`config.mk`:
```
export PLATFORM = sky130hd
export DESIGN_NAME = spc_chopper
export DESIGN_NICKNAME = d
export VERILOG_FILES = /design/src/rtl/spc_chopper.v
export VERILOG_INCLUDE_DIRS = /design/src /design/src/rtl
export SDC_FILE = /design/constraint.sdc
export NUM_CORES = 1
export LEC_CHECK = 0
export BUFFER_PORTS_ARGS = -buffer_cell sky130_fd_sc_hd__buf_2
export CELL_PAD_IN_SITES_DETAIL_PLACEMENT = 1
export CELL_PAD_IN_SITES_GLOBAL_PLACEMENT = 2
export CORE_UTILIZATION = 41
export CTS_CLUSTER_DIAMETER = 200
export CTS_CLUSTER_SIZE = 40
export DETAILED_ROUTE_END_ITERATION = 10
export GPL_TIMING_DRIVEN = 1
export PLACE_DENSITY_LB_ADDON = 0.1
export SYNTH_ARGS = -nofsm -noshare
export SYNTH_HDL_FRONTEND = slang
export SYNTH_SLANG_ARGS = --single-unit
```
`constraint.sdc`:
```
create_clock -name i_clock -period 5.6 [get_ports i_clock]
set_clock_uncertainty 0.1 [all_clocks]
set_input_delay 0.28 -clock i_clock [delete_from_list [all_inputs] [get_ports i_clock]]
set_output_delay 0.28 -clock i_clock [all_outputs]
set_load 0.05 [all_outputs]
```
`src/rtl/spc_chopper_regs.vh`:
```
// timing constants and encodings for the stepper pwm chopper
`ifndef SPC_CHOPPER_REGS_VH
`define SPC_CHOPPER_REGS_VH
`define SPC_CLK_MHZ          50
// times in nanoseconds, as printed
`define SPC_BLANK_STD_NS     1500
`define SPC_BLANK_LONG_NS    3000
`define SPC_DEAD_NS          500
`define SPC_OFF_LVL0_NS      8000
`define SPC_OFF_LVL1_NS      6000
`define SPC_OFF_LVL2_NS      4000
`define SPC_OPEN_WIN_NS      1000
// same times in clock cycles; least times round up, longest round down
`define SPC_BLANK_STD_CYC    9'h04B
`define SPC_BLANK_LONG_CYC   9'h096
`define SPC_DEAD_CYC         9'h019
`define SPC_OFF_LVL0_CYC     9'h190
`define SPC_OFF_LVL1_CYC     9'h12C
`define SPC_OFF_LVL2_CYC     9'h0C8
`define SPC_OPEN_WIN_CYC     9'h032
`define SPC_OPEN_COUNT       2'h3
`define SPC_RATIO_W          8
`define SPC_REF_W            10
`define SPC_CNT_W            9
`endif

```
`src/rtl/spc_chopper.v`:
```
// constant-current pwm chopper with fault protection, one controller per phase
// Operation
// (RQ1) end on-period when sense voltage reaches the trip reference
// (RQ2) ignore sense comparator during blanking after every turn-on
// (RQ3) blanking is 1.5 us standard or 3.0 us long option
// (RQ4) on-time never shorter than the blanking interval
// (RQ5) off-time fixed by oscillator-timed counter, not by current
// (RQ6) off-time is one of three levels chosen by stepping sequence
// (RQ7) switch the rectifying transistor during off-time
// (RQ8) insert about 0.5 us dead time between main and rectifier switching
// (RQ9) sense voltage above short threshold disables all outputs at once
// (RQ10) positive sense voltage during off-time flags coil-open event
// (RQ11) three consecutive coil-open off-periods disable the outputs
// (RQ12) ignore positive sense voltage inside the open non-detect window
// (RQ13) over-temperature indication disables all outputs
// (RQ14) trip reference refreshed on every step clock from ratios
// (RQ15) controller leaves protection by full sleep input or power cycle
// (RQ16) trip reference equals external reference over 3 times ratio
// (RQ17) intervals timed by counters with parameterised terminal counts
// (RQ18) protection latches outputs off with fault flag until release
`default_nettype none
`include "spc_chopper_regs.vh"

// ==========================================================
// per-phase chopper
module spc_phase #(
   parameter LONG_BLANK = 0
) (
   input  wire                     i_clock,
   input  wire                     i_rst_n,
   input  wire                     i_enable,
   input  wire                     i_trip_cmp,
   input  wire                     i_sense_pos,
   input  wire [1:0]               i_off_sel,
   output reg                      o_main_on,
   output reg                      o_rect_on,
   output reg                      o_open_evt,
   output reg                      o_off_end
);
   localparam [`SPC_CNT_W-1:0] BLANK_CYC = LONG_BLANK ?
      `SPC_BLANK_LONG_CYC : `SPC_BLANK_STD_CYC; // (RQ3)
   localparam [`SPC_CNT_W-1:0] DEAD_CYC = `SPC_DEAD_CYC;
   localparam [`SPC_CNT_W-1:0] OPEN_CYC = `SPC_OPEN_WIN_CYC;
   localparam [`SPC_CNT_W-1:0] OFF0_CYC = `SPC_OFF_LVL0_CYC;
   localparam [`SPC_CNT_W-1:0] OFF1_CYC = `SPC_OFF_LVL1_CYC;
   localparam [`SPC_CNT_W-1:0] OFF2_CYC = `SPC_OFF_LVL2_CYC;

   localparam [2:0] ST_IDLE  = 3'h0;
   localparam [2:0] ST_BLANK = 3'h1;
   localparam [2:0] ST_ON    = 3'h2;
   localparam [2:0] ST_DT1   = 3'h3;
   localparam [2:0] ST_RECT  = 3'h4;
   localparam [2:0] ST_DT2   = 3'h5;

   reg [2:0]             state_q;
   reg [`SPC_CNT_W-1:0]  cnt_q;
   reg [`SPC_CNT_W-1:0]  off_cyc;
   reg [`SPC_CNT_W-1:0]  off_elapsed_q;

   always @* begin
      case (i_off_sel) // (RQ6)
         2'h0:    off_cyc = OFF0_CYC;
         2'h1:    off_cyc = OFF1_CYC;
         default: off_cyc = OFF2_CYC;
      endcase
   end

   always @(posedge i_clock or negedge i_rst_n) begin
      if (!i_rst_n) begin
         state_q       <= ST_IDLE;
         cnt_q         <= {`SPC_CNT_W{1'b0}};
         off_elapsed_q <= {`SPC_CNT_W{1'b0}};
         o_main_on     <= 1'b0;
         o_rect_on     <= 1'b0;
         o_open_evt    <= 1'b0;
         o_off_end     <= 1'b0;
      end else begin
         o_off_end <= 1'b0;
         if (!i_enable) begin
            // coast: everything off immediately
            state_q    <= ST_IDLE;
            o_main_on  <= 1'b0;
            o_rect_on  <= 1'b0;
            o_open_evt <= 1'b0;
         end else begin
            case (state_q)
               ST_IDLE: begin
                  state_q   <= ST_BLANK;
                  cnt_q     <= BLANK_CYC - 9'h001;
                  o_main_on <= 1'b1;
               end
               ST_BLANK: begin
                  // comparator not looked at here, so on-time >= blanking
                  if (cnt_q == 9'h000) begin // (RQ2) (RQ4) (RQ17)
                     state_q <= ST_ON;
                  end else begin
                     cnt_q <= cnt_q - 9'h001;
                  end
               end
               ST_ON: begin
                  if (i_trip_cmp) begin // (RQ1)
                     state_q       <= ST_DT1;
                     o_main_on     <= 1'b0;
                     cnt_q         <= DEAD_CYC - 9'h001;
                     off_elapsed_q <= {`SPC_CNT_W{1'b0}};
                     o_open_evt    <= 1'b0;
                  end
               end
               ST_DT1: begin
                  off_elapsed_q <= off_elapsed_q + 9'h001;
                  if (cnt_q == 9'h000) begin // (RQ8)
                     state_q   <= ST_RECT;
                     o_rect_on <= 1'b1; // (RQ7)
                  end else begin
                     cnt_q <= cnt_q - 9'h001;
                  end
               end
               ST_RECT: begin
                  off_elapsed_q <= off_elapsed_q + 9'h001;
                  if (i_sense_pos && off_elapsed_q >= OPEN_CYC) begin // (RQ10) (RQ12)
                     o_open_evt <= 1'b1;
                  end
                  // off-time includes both dead-time slots
                  if (off_elapsed_q + DEAD_CYC >= off_cyc - 9'h001) begin // (RQ5)
                     state_q   <= ST_DT2;
                     o_rect_on <= 1'b0;
                     cnt_q     <= DEAD_CYC - 9'h001;
                  end
               end
               ST_DT2: begin
                  if (cnt_q == 9'h000) begin // (RQ8)
                     state_q   <= ST_BLANK;
                     cnt_q     <= BLANK_CYC - 9'h001;
                     o_main_on <= 1'b1;
                     o_off_end <= 1'b1;
                  end else begin
                     cnt_q <= cnt_q - 9'h001;
                  end
               end
               default: state_q <= ST_IDLE;
            endcase
         end
      end
   end
endmodule // spc_phase

// ==========================================================
// top: two phases, trip references, protection latch
module spc_chopper #(
   parameter LONG_BLANK = 0
) (
   input  wire                     i_clock,
   input  wire                     i_rst_n,
   input  wire                     i_step_clk,
   input  wire [1:0]               i_seq_mode,
   input  wire [`SPC_RATIO_W-1:0]  i_ratio_a,
   input  wire [`SPC_RATIO_W-1:0]  i_ratio_b,
   input  wire [`SPC_REF_W-1:0]    i_ext_ref,
   input  wire [`SPC_REF_W-1:0]    i_sense_a,
   input  wire [`SPC_REF_W-1:0]    i_sense_b,
   input  wire                     i_sense_pos_a,
   input  wire                     i_sense_pos_b,
   input  wire                     i_short_a,
   input  wire                     i_short_b,
   input  wire                     i_over_temp,
   input  wire                     i_full_sleep_input,
   output wire                     o_main_a,
   output wire                     o_rect_a,
   output wire                     o_main_b,
   output wire                     o_rect_b,
   output reg  [`SPC_REF_W-1:0]    o_trip_ref_a,
   output reg  [`SPC_REF_W-1:0]    o_trip_ref_b,
   output reg                      o_fault,
   output reg  [1:0]               o_fault_cause
);
   // ==========================================================
   // input synchronisers (pins are asynchronous to i_clock)
   localparam NSYNC = 7;
   wire [NSYNC-1:0] raw = {i_step_clk, i_sense_pos_a, i_sense_pos_b, i_short_a,
                           i_short_b, i_over_temp, i_full_sleep_input};
   reg  [NSYNC-1:0] s1_q;
   reg  [NSYNC-1:0] s2_q;
   reg              step_prev_q;
   always @(posedge i_clock or negedge i_rst_n) begin
      if (!i_rst_n) begin
         s1_q        <= {NSYNC{1'b0}};
         s2_q        <= {NSYNC{1'b0}};
         step_prev_q <= 1'b0;
      end else begin
         s1_q        <= raw;
         s2_q        <= s1_q;
         step_prev_q <= s2_q[6];
      end
   end
   wire step_rise = s2_q[6] & ~step_prev_q;
   wire spos_a = s2_q[5];
   wire spos_b = s2_q[4];
   wire short_any = s2_q[3] | s2_q[2];
   wire hot = s2_q[1];
   wire sleep = s2_q[0];

   // ==========================================================
   // trip references, refreshed on each rising step edge
   wire [`SPC_REF_W+`SPC_RATIO_W-1:0] prod_a = i_ext_ref * i_ratio_a;
   wire [`SPC_REF_W+`SPC_RATIO_W-1:0] prod_b = i_ext_ref * i_ratio_b;
   wire [`SPC_REF_W+`SPC_RATIO_W-1:0] div_a = prod_a / 18'h00003;
   wire [`SPC_REF_W+`SPC_RATIO_W-1:0] div_b = prod_b / 18'h00003;
   always @(posedge i_clock or negedge i_rst_n) begin
      if (!i_rst_n) begin
         o_trip_ref_a <= {`SPC_REF_W{1'b0}};
         o_trip_ref_b <= {`SPC_REF_W{1'b0}};
      end else if (step_rise) begin // (RQ14)
         // ratio is a fraction of 256; ref/3 times ratio
         o_trip_ref_a <= div_a[`SPC_REF_W+`SPC_RATIO_W-1:`SPC_RATIO_W]; // (RQ16)
         o_trip_ref_b <= div_b[`SPC_REF_W+`SPC_RATIO_W-1:`SPC_RATIO_W]; // (RQ16)
      end
   end

   // ==========================================================
   // protection
   wire       open_evt_a;
   wire       open_evt_b;
   wire       off_end_a;
   wire       off_end_b;
   reg  [1:0] open_cnt_a_q;
   reg  [1:0] open_cnt_b_q;
   wire       enable = ~o_fault & ~sleep;

   always @(posedge i_clock or negedge i_rst_n) begin
      if (!i_rst_n) begin
         o_fault       <= 1'b0;
         o_fault_cause <= 2'h0;
         open_cnt_a_q  <= 2'h0;
         open_cnt_b_q  <= 2'h0;
      end else if (sleep) begin
         // full sleep releases; a short or overheat seen meanwhile still latches
         o_fault       <= short_any | hot; // (RQ15) (RQ18)
         o_fault_cause <= short_any ? 2'h1 : {hot, hot};
         open_cnt_a_q  <= 2'h0;
         open_cnt_b_q  <= 2'h0;
      end else begin
         if (off_end_a) begin
            open_cnt_a_q <= open_evt_a ? open_cnt_a_q + 2'h1 : 2'h0; // (RQ11)
         end
         if (off_end_b) begin
            open_cnt_b_q <= open_evt_b ? open_cnt_b_q + 2'h1 : 2'h0; // (RQ11)
         end
         if (!o_fault) begin
            if (short_any) begin // (RQ9)
               o_fault       <= 1'b1;
               o_fault_cause <= 2'h1;
            end else if (hot) begin // (RQ13)
               o_fault       <= 1'b1;
               o_fault_cause <= 2'h3;
            end else if (open_cnt_a_q == `SPC_OPEN_COUNT ||
                         open_cnt_b_q == `SPC_OPEN_COUNT) begin // (RQ11)
               o_fault       <= 1'b1;
               o_fault_cause <= 2'h2;
            end
         end
      end
   end

   // ==========================================================
   // phase controllers; comparators done on synchronous digital sense words
   wire main_a;
   wire rect_a;
   wire main_b;
   wire rect_b;
   spc_phase #(.LONG_BLANK(LONG_BLANK)) u_phase_a (
      .i_clock    (i_clock),
      .i_rst_n    (i_rst_n),
      .i_enable   (enable),
      .i_trip_cmp (i_sense_a >= o_trip_ref_a),
      .i_sense_pos(spos_a),
      .i_off_sel  (i_seq_mode),
      .o_main_on  (main_a),
      .o_rect_on  (rect_a),
      .o_open_evt (open_evt_a),
      .o_off_end  (off_end_a)
   );
   spc_phase #(.LONG_BLANK(LONG_BLANK)) u_phase_b (
      .i_clock    (i_clock),
      .i_rst_n    (i_rst_n),
      .i_enable   (enable),
      .i_trip_cmp (i_sense_b >= o_trip_ref_b),
      .i_sense_pos(spos_b),
      .i_off_sel  (i_seq_mode),
      .o_main_on  (main_b),
      .o_rect_on  (rect_b),
      .o_open_evt (open_evt_b),
      .o_off_end  (off_end_b)
   );
   // gate with live fault so a short kills drive without waiting a cycle
   assign o_main_a = main_a & enable & ~short_any; // (RQ9)
   assign o_rect_a = rect_a & enable & ~short_any;
   assign o_main_b = main_b & enable & ~short_any;
   assign o_rect_b = rect_b & enable & ~short_any;
endmodule // spc_chopper
`default_nettype wire

```
==> impl_metrics.tcl, run 1 <==
set metrics [dict create \
    min_path_type "register to register" \
    synth_area_leader_cell "dfrtp_1" \
    die_w_um 173 \
    num_vias 11200 \
    drv_slew 0 \
    area_growth_pct 33.9 \
    synth_edf_count 0 \
    cts-root-buf "clkbuf_16" \
    antenna_cells 0 \
    startpoint_type "input port" \
    layout-drive-gt1-share_pct 30.0 \
    ctsHtreeMaxLevel 3 \
    synth-seq-area-share_pct 18.9 \
    synth_cell_type_count 90 \
    numCtsBuffers 9 \
    layout_commonest_cell "buf_4" \
    postRouteAntennaNets 0 \
    finalHoldViolations 0 \
    nets 1996 \
    worstRegToRegCells 15 \
    min_to "s2_q[5]" \
    path_class "input port to register" \
    first_iter_violations 453 \
    reg2reg_to "u_phase_b.cnt_q[8]" \
    drt_first_pass_iters 5 \
    total_power_mw 10.5 \
    grt_max_degree 57 \
    initial_core_util_pct 41.7 \
    final-seq-area_mm2 0.00225 \
    cts.sink_count 90 \
    clkTransAtPathRegs_ns 0.07 \
    grt_use_total_pct 24.0 \
    power_density_mw_per_mm2 658 \
    rsz0062_at_grt "yes" \
    antenna_found_initial 0 \
    reg2reg_from "u_phase_b.off_elapsed_q[0]" \
    wl_per_cell_um 17.4 \
    insertion_delay_ns 0.34 \
    place_area_mm2 0.0143 \
    min_path_cells 0 \
    rows 62 \
    syn_inst 1442 \
    tightest_slew_ns 1.10 \
    avgSynthCellArea_um2 8.27 \
    tritoncts "yes" \
    final_cell_mix "buf_4, inv_1, and2_1, nand2_1, ha_1" \
    dieHeight_um 173 \
    hp-start "s1_q[5]" \
    violations "negative setup slack" \
    setup_violations 5 \
    ys.flop_type "dfrtp_1" \
    drv_cap 0 \
    fin_ws_ns -0.349 \
    via_per_inst 5.29 \
    drc 0 \
    clockBufferDepth 2 \
    port_buffers 81 \
    core_mm2 0.0286 \
    yosysWarnings 0 \
    slew_headroom_pct 26.4 \
    ys_seq_elements 90 \
    grt_first_pass_wirelength_um 59500 \
    cp-end-kind "register" \
    syn-cell-area_mm2 0.0119 \
    period_needed_ns 5.95 \
    hpwl_um 28000 \
    grt_overflow 0 \
    gp_congestion 0.857 \
    power.leakage_nw 7.62 \
    drt-total-wl_um 36900 \
    max_freq_mhz 168 \
    io_pins 84 \
    stdcell_area_mm2 0.0160 \
    grt_pass1_vias 12032 \
    status "finished with violations" \
    synth_area_leaders "dfrtp_1, fa_1, ha_1" \
    arrival_ns 6.10 \
    synth_top_area_share_pct 18.9 \
    crit_required_ns 5.76 \
    multiInputGateArea_mm2 0.00969 \
    crit_fanout 7 \
    async_flop_share_pct 100 \
    r2r_slack_ns 1.41 \
    period_share_pct 106 \
    fillCellCount 3344 \
    vdd_drop_max_mv 0.392 \
    die-area_mm2 0.0298 \
]
[layer usage]
metal  track usage [%]  wire length, µm
met5                 0                0
met4              3.94              604
met3              1.45              661
met2              44.5            19200
met1              30.8            16500
[sequential cells by signal, indices dropped and copies added (netlist names)]
name,flops
u_phase_a.off_elapsed_q,9
u_phase_b.o_open_evt,1
u_phase_b.o_rect_on,1
u_phase_a.o_off_end,1
u_phase_b.state_q,3
u_phase_a.o_main_on,1
u_phase_a.o_open_evt,1
u_phase_b.o_main_on,1
u_phase_a.state_q,3
o_trip_ref_b,9
o_fault,1
o_trip_ref_a,9
u_phase_b.o_off_end,1
s1_q,7
open_cnt_a_q,2
u_phase_a.o_rect_on,1
u_phase_b.cnt_q,9
u_phase_a.cnt_q,9
o_fault_cause,2
step_prev_q,1
u_phase_b.off_elapsed_q,9
s2_q,7
open_cnt_b_q,2
[cells in the mapped netlist, types with 25 or more instances]
cell	instances
and2_1	142
dfrtp_1	90
fa_1	96
nor3_1	42
inv_1	174
nand2b_1	30
nor2_1	98
o21ai_0	77
nand3_1	33
a21o_1	30
ha_1	116
clkbuf_1	49
nand2_1	121
a21oi_1	55
xnor2_1	25
[how the worst max path moves through the flow]
stage,startpoint,endpoint,slack (ns),depth (start not counted)
floorplan,i_ext_ref[3],o_trip_ref_b[0],-0.44,21
global placement,i_ratio_b[4],o_trip_ref_b[0],-0.77,21
detailed placement,i_ratio_b[4],o_trip_ref_b[0],-0.88,22
finish,i_ext_ref[2],o_trip_ref_a[0],-0.35,25
CTS,i_ratio_b[6],o_trip_ref_b[0],-0.22,22
global route,i_ext_ref[2],o_trip_ref_a[0],-0.52,25
[worst max-delay path, cell delays in order]
cell and delay, ns:
buf_6 0.11, buf_12 0.13, buf_4 0.14, and2_1 0.15
fa_2 0.40, fa_1 0.49, ha_1 0.29, inv_1 0.05
fa_1 0.54, inv_1 0.05, ha_1 0.29, nor2b_2 0.19
o31ai_4 0.39, buf_4 0.18, buf_4 0.11, a211o_1 0.23
nand4_1 0.28, a211oi_4 0.39, nor3_1 0.13, o21ai_2 0.14
nand4_2 0.16, maj3_2 0.33, or3_1 0.37, o211a_1 0.12
a31oi_1 0.15
[per-stage QoR]
stage          hold slack, ns  TNS [ns]  setup WS (ns)  util (%)  std cells
2_1_floorplan          -0.116    -0.889         -0.442         -       1444
3_3_place_gp            0.160     -4.85         -0.771      49.9       2045
3_5_place_dp            0.165     -6.01         -0.877      49.9       2045
4_1_cts                 0.247    -0.374         -0.221      53.9       2095
5_1_grt                 0.248     -2.50         -0.524      55.8       2116
6_report                0.247    -0.993         -0.349      55.8       2116
[cell families after synthesis]
family                     share of synthesized area, %
muxes                                              1.08
xor gates and xnor gates                           2.72
buffers and inverters                              7.59
DFF                                                18.9
other                                            0.0630
AOI/OAI and AO/OA                                  17.9
and+or+nand+nor                                    23.2
adders and majority gates                          28.5
[power by group]
| group | leakage, nW | switching, mW | total, mW | internal [mW] |
|---|---|---|---|---|
| clock network | 0.156 | 0.274 | 0.672 | 0.398 |
| registers | 1.11 | 0.0560 | 0.786 | 0.730 |
| logic | 6.35 | 4.57 | 9.05 | 4.47 |
| total | 7.62 | 4.90 | 10.5 | 5.60 |
[area by class of cell]
type	instances	area share [%]
inverter	174	4.09
tap	384	3.01
multi-input combinational	1121	60.7
clock inverter	6	0.603
timing repair buffer	331	16.0
sequential	90	14.1
clock buffer	10	1.43
[what timing repair did]
action | in CTS | in global routing
gates resized for setup | 122 | 100
pin swaps | 70 | 63
cloned | 0 | 1
buffers inserted | 26 | 23
endpoints found under the setup margin | 9 | 10
hold buffers | 8 | 0
endpoints found under the hold margin | 41 | 0
Power figures use the tool's default switching activity.
==> inputs of run 2 (changes only) <==
Settings changed: CORE_ASPECT_RATIO set to 1.25.
==> impl_metrics.tcl, run 2 (synthesis results as in run 1) <==
set metrics [dict create \
    status "finished with violations" \
    violations "negative setup slack" \
    antenna_found_initial 1 \
    gp_congestion 0.830 \
    setup_tns_ns -0.625 \
    min_path_type "register to register" \
    nets 1972 \
    setup_violations 5 \
    max_freq_mhz 171 \
    tritoncts "yes" \
    grt_use_total_pct 23.5 \
    initial_core_util_pct 41.9 \
    antenna_cells 0 \
    ctsHtreeMaxLevel 3 \
    clkTransAtPathRegs_ns 0.07 \
    io_pins 84 \
    grt_overflow 0 \
    cts-root-buf "clkbuf_16" \
    rsz0062_at_grt "yes" \
    fillCellCount 3432 \
    final_cell_mix "buf_4, inv_1, and2_1, nand2_1, ha_1" \
    rows 69 \
    multiInputGateArea_mm2 0.00944 \
    port_buffers 81 \
    numCtsBuffers 9 \
    grt_pass1_vias 11738 \
    num_vias 11009 \
    finalHoldViolations 0 \
    arrival_ns 5.99 \
    dp_slack_ns -0.862 \
    die-area_mm2 0.0298 \
    crit_required_ns 5.74 \
    slew_headroom_pct 9.65 \
    place_inst 2013 \
    power_density_mw_per_mm2 635 \
    postRouteAntennaNets 0 \
    wl_per_cell_um 16.6 \
    first_iter_violations 315 \
    drt_first_pass_iters 4 \
    vdd_drop_max_mv 0.349 \
    fin_ws_ns -0.253 \
    fin_util_pct 54.2 \
    via_per_inst 5.34 \
    tightest_slew_ns 1.35 \
    total_power_mw 9.81 \
    instances_no_fill 2063 \
    power.leakage_nw 7.44 \
    die_w_um 155 \
    drv_cap 0 \
    final-seq-area_mm2 0.00225 \
    clockBufferDepth 2 \
    layout_commonest_cell "buf_4" \
    dieHeight_um 193 \
    area_growth_pct 29.5 \
    insertion_delay_ns 0.35 \
    layout-drive-gt1-share_pct 26.5 \
    drt-total-wl_um 34300 \
    period_share_pct 105 \
    core_mm2 0.0285 \
    cp-end-kind "register" \
    path_class "input port to register" \
    startpoint_type "input port" \
    period_needed_ns 5.85 \
    cts.sink_count 90 \
    crit_fanout 7 \
    grt_max_degree 61 \
    grt_first_pass_wirelength_um 56600 \
    drv_slew 0 \
    hpwl_um 27900 \
    drc 0 \
]
==> run 2: changes by cell type in the layout (fill, tap and decap cells not counted), sizes merged <==
| cell | previous run | this run |
|---|---|---|
| clkinv | 0 | 1 |
| clkbuf | 11 | 10 |
| inv | 177 | 179 |
| bufinv | 2 | 0 |
| bufbuf | 1 | 0 |
| buf | 321 | 298 |
==> run 2: metal layers <==
layer / GRT usage, % / vias up / routed length [µm]
met4: 6.97 / 2 / 691
met2: 46.3 / 122 / 18600
met1: 26.8 / 5440 / 14600
met3: 1.44 / 41 / 487
met5: 0 / - / 13
li1: - / 5404 / -
==> run 2: cell type report <==
class,instances,area share (%)
repair buffers,307,15.3
multi-input cells,1121,61.2
well taps,355,2.88
clock buffers,9,1.46
clock inverters,7,0.381
inverters,174,4.23
flip-flops and latches,90,14.6
==> run 2: where the power goes <==
part | total, mW | leakage, nW | internal [mW] | switching (mW)
clock | 0.603 | 0.139 | 0.310 | 0.293
sequential | 0.786 | 1.11 | 0.730 | 0.0565
combinational | 8.42 | 6.19 | 4.14 | 4.28
total | 9.81 | 7.44 | 5.17 | 4.63
==> run 2: metrics by stage <==
step                cell area (µm²)  hold slack [ns]
detailed placement            14200            0.147
finish                        15400            0.249
floorplan                     12300           -0.116
global placement              14200            0.150
global route                  15400            0.256
CTS                           15100            0.252
==> run 2: worst paths after layout <==
check / from / end / slack (ns) / cells past startpoint
max reg2reg: u_phase_b.off_elapsed_q[0] / u_phase_b.cnt_q[8] / 1.24 / 15
min reg2reg: s1_q[6] / s2_q[6] / 0.25 / 0
min: s1_q[6] / s2_q[6] / 0.25 / 0
min in group asynchronous: i_rst_n / u_phase_b.off_elapsed_q[4] / 0.30 / 2
max: i_ratio_b[2] / o_trip_ref_b[0] / -0.25 / 22
max in group asynchronous: i_rst_n / u_phase_a.off_elapsed_q[7] / 3.93 / 3
==> run 2: what timing repair did <==
action / in CTS / in global routing
setup endpoints to repair: 8 / 8
setup buffers: 16 / 12
endpoints found under the hold margin: 37 / 0
resized for setup: 105 / 67
pin swaps: 62 / 30
hold buffers: 8 / 0
==> run 2: critical path, stage by stage <==
cell      delay [ns]
buf_12          0.11
and2_4          0.15
fa_1            0.50
fa_1            0.52
fa_1            0.51
inv_2           0.04
fa_1            0.54
inv_2           0.04
ha_4            0.17
nor4_2          0.28
o21ai_1         0.15
and3_4          0.21
or4_4           0.49
nand3_4         0.14
buf_6           0.11
nor2_2          0.05
a221oi_2        0.35
o32ai_4         0.15
or2_4           0.28
a221o_1         0.29
o31a_1          0.27
or3b_1          0.35
==> inputs of run 3 (changes only) <==
Settings changed: CELL_PAD_IN_SITES_DETAIL_PLACEMENT 1 to 0.
==> impl_metrics.tcl, run 3 (synthesis results as in run 1) <==
set metrics [dict create \
    status "finished with violations" \
    violations "negative setup slack" \
    instances_no_fill 2082 \
    setup_violations 6 \
    io_pins 84 \
    slew_headroom_pct 15.6 \
    numCtsBuffers 9 \
    grt_most_used_layer "met2" \
    crit_required_ns 5.73 \
    path_class "input port to register" \
    cts-root-buf "clkbuf_16" \
    layout-drive-gt1-share_pct 28.7 \
    gp_congestion 0.830 \
    drv_slew 0 \
    rsz0062_at_grt "yes" \
    fin_util_pct 55.5 \
    cts.sink_count 90 \
    period_needed_ns 5.87 \
    via_per_inst 5.19 \
    grt_max_degree 61 \
    hpwl_um 24700 \
    drc 0 \
    final_cell_mix "buf_4, inv_1, and2_1, nand2_1, ha_1" \
    vdd_drop_max_mv 0.332 \
    clockBufferDepth 2 \
    max_freq_mhz 170 \
    tritoncts "yes" \
    tightest_slew_ns 1.26 \
    die-area_mm2 0.0298 \
    power_density_mw_per_mm2 637 \
    ctsHtreeMaxLevel 3 \
    postRouteAntennaNets 0 \
    first_iter_violations 387 \
    use_met2_pct 41.0 \
    num_vias 10805 \
    layout_commonest_cell "buf_4" \
    crit_fanout 10 \
    grt_first_pass_wirelength_um 51900 \
    finalHoldViolations 0 \
    fin_ws_ns -0.269 \
    rows 69 \
    insertion_delay_ns 0.35 \
    die_w_um 155 \
    cp-end-kind "register" \
    whs_ns 0.249 \
    total_power_mw 10.1 \
    drt_first_pass_iters 5 \
    drt-total-wl_um 31100 \
    met3_usage_pct 1.86 \
    drv_cap 0 \
    startpoint_type "input port" \
    r2r_slack_ns 1.44 \
    clkTransAtPathRegs_ns 0.08 \
    nets 1990 \
    met1_usage_pct 25.2 \
    area_growth_pct 32.6 \
    power.leakage_nw 7.57 \
    min_path_type "register to register" \
    antenna_found_initial 1 \
    arrival_ns 6.00 \
    wl_per_cell_um 14.9 \
    grt_overflow 0 \
    place_inst 2013 \
    grt_pass1_vias 10827 \
    port_buffers 81 \
    core_mm2 0.0285 \
    fillCellCount 2642 \
    initial_core_util_pct 41.9 \
    dieHeight_um 193 \
    grt_use_total_pct 21.4 \
    period_share_pct 105 \
]
run 3: cell count changes in the layout (fill, tap and decap cells not counted), moves of 3 or more:
cell     delta
buf_4      +15
and2_1      -5
and2_4      +5
nand2_1     -5
nand2_2     +5
o21ai_0     -4
a21oi_4     +3
buf_12      +3
inv_1       -3
inv_2       +3
run 3: what timing repair did:
item	4_1_cts	5_1_grt
gates cloned	2	0
hold buffers	8	0
endpoints found under the setup margin	8	8
pin swaps	78	67
gates resized for setup	117	104
hold endpoints to repair	37	0
setup buffers	18	26
run 3: per-layer routing:
layer,wire length (µm),vias to the layer above,part of all wire [%]
li1,-,5445,-
met1,13700,5169,44
met2,16200,158,52
met3,633,33,2.0
met4,590,0,1.9
met5,0,-,0
run 3: through the flow:
stage                     cell area [µm²]  TNS [ns]  setup WS (ns)
after floorplan                     12300    -0.889         -0.442
after global placement              14200     -4.10         -0.656
after detailed placement            14200     -4.98         -0.760
after CTS                           15200    -0.115         -0.115
after global routing                15800     -1.65         -0.396
final                               15800    -0.519         -0.269
run 3: final timing paths:
kind | from | end | cells past startpoint
worst max register to register | u_phase_b.off_elapsed_q[0] | u_phase_b.cnt_q[8] | 15
max in group asynchronous | i_rst_n | o_fault_cause[0] | 3
worst max-delay path | i_ext_ref[2] | o_trip_ref_b[0] | 22
min in group asynchronous | i_rst_n | u_phase_b.off_elapsed_q[6] | 2
worst min register to register | s1_q[1] | s2_q[1] | 0
worst min-delay path | s1_q[1] | s2_q[1] | 0
run 3: worst max-delay path, cell delays in order:
cell,delay [ns]
buf_6,0.12
and2_1,0.18
fa_2,0.40
fa_1,0.47
fa_1,0.56
inv_2,0.04
fa_1,0.54
inv_2,0.04
ha_4,0.17
nor4_2,0.28
o21ai_1,0.15
and3_4,0.22
or4_4,0.55
nand3_4,0.17
buf_6,0.12
mux2_4,0.30
a221oi_2,0.30
a211o_4,0.16
buf_4,0.12
mux2_2,0.38
nand3b_1,0.09
or3b_1,0.35
run 3: final cells by class:
cell class / instances / area, µm² / area share, %
Antenna cell: 1 / 2.50 / 0.0158
Clock inverter: 7 / 66.3 / 0.419
Clock buffer: 9 / 225 / 1.42
Tap cell: 355 / 444 / 2.81
Timing Repair Buffer: 323 / 2510 / 15.9
Sequential cell: 90 / 2250 / 14.2
Multi-Input combinational cell: 1123 / 9660 / 61.1
Inverter: 174 / 653 / 4.13
run 3: power by group:
part / total, mW / switching (mW) / internal (mW)
Sequential: 0.786 / 0.0562 / 0.730
Clock: 0.606 / 0.292 / 0.314
Combinational: 8.68 / 4.32 / 4.36
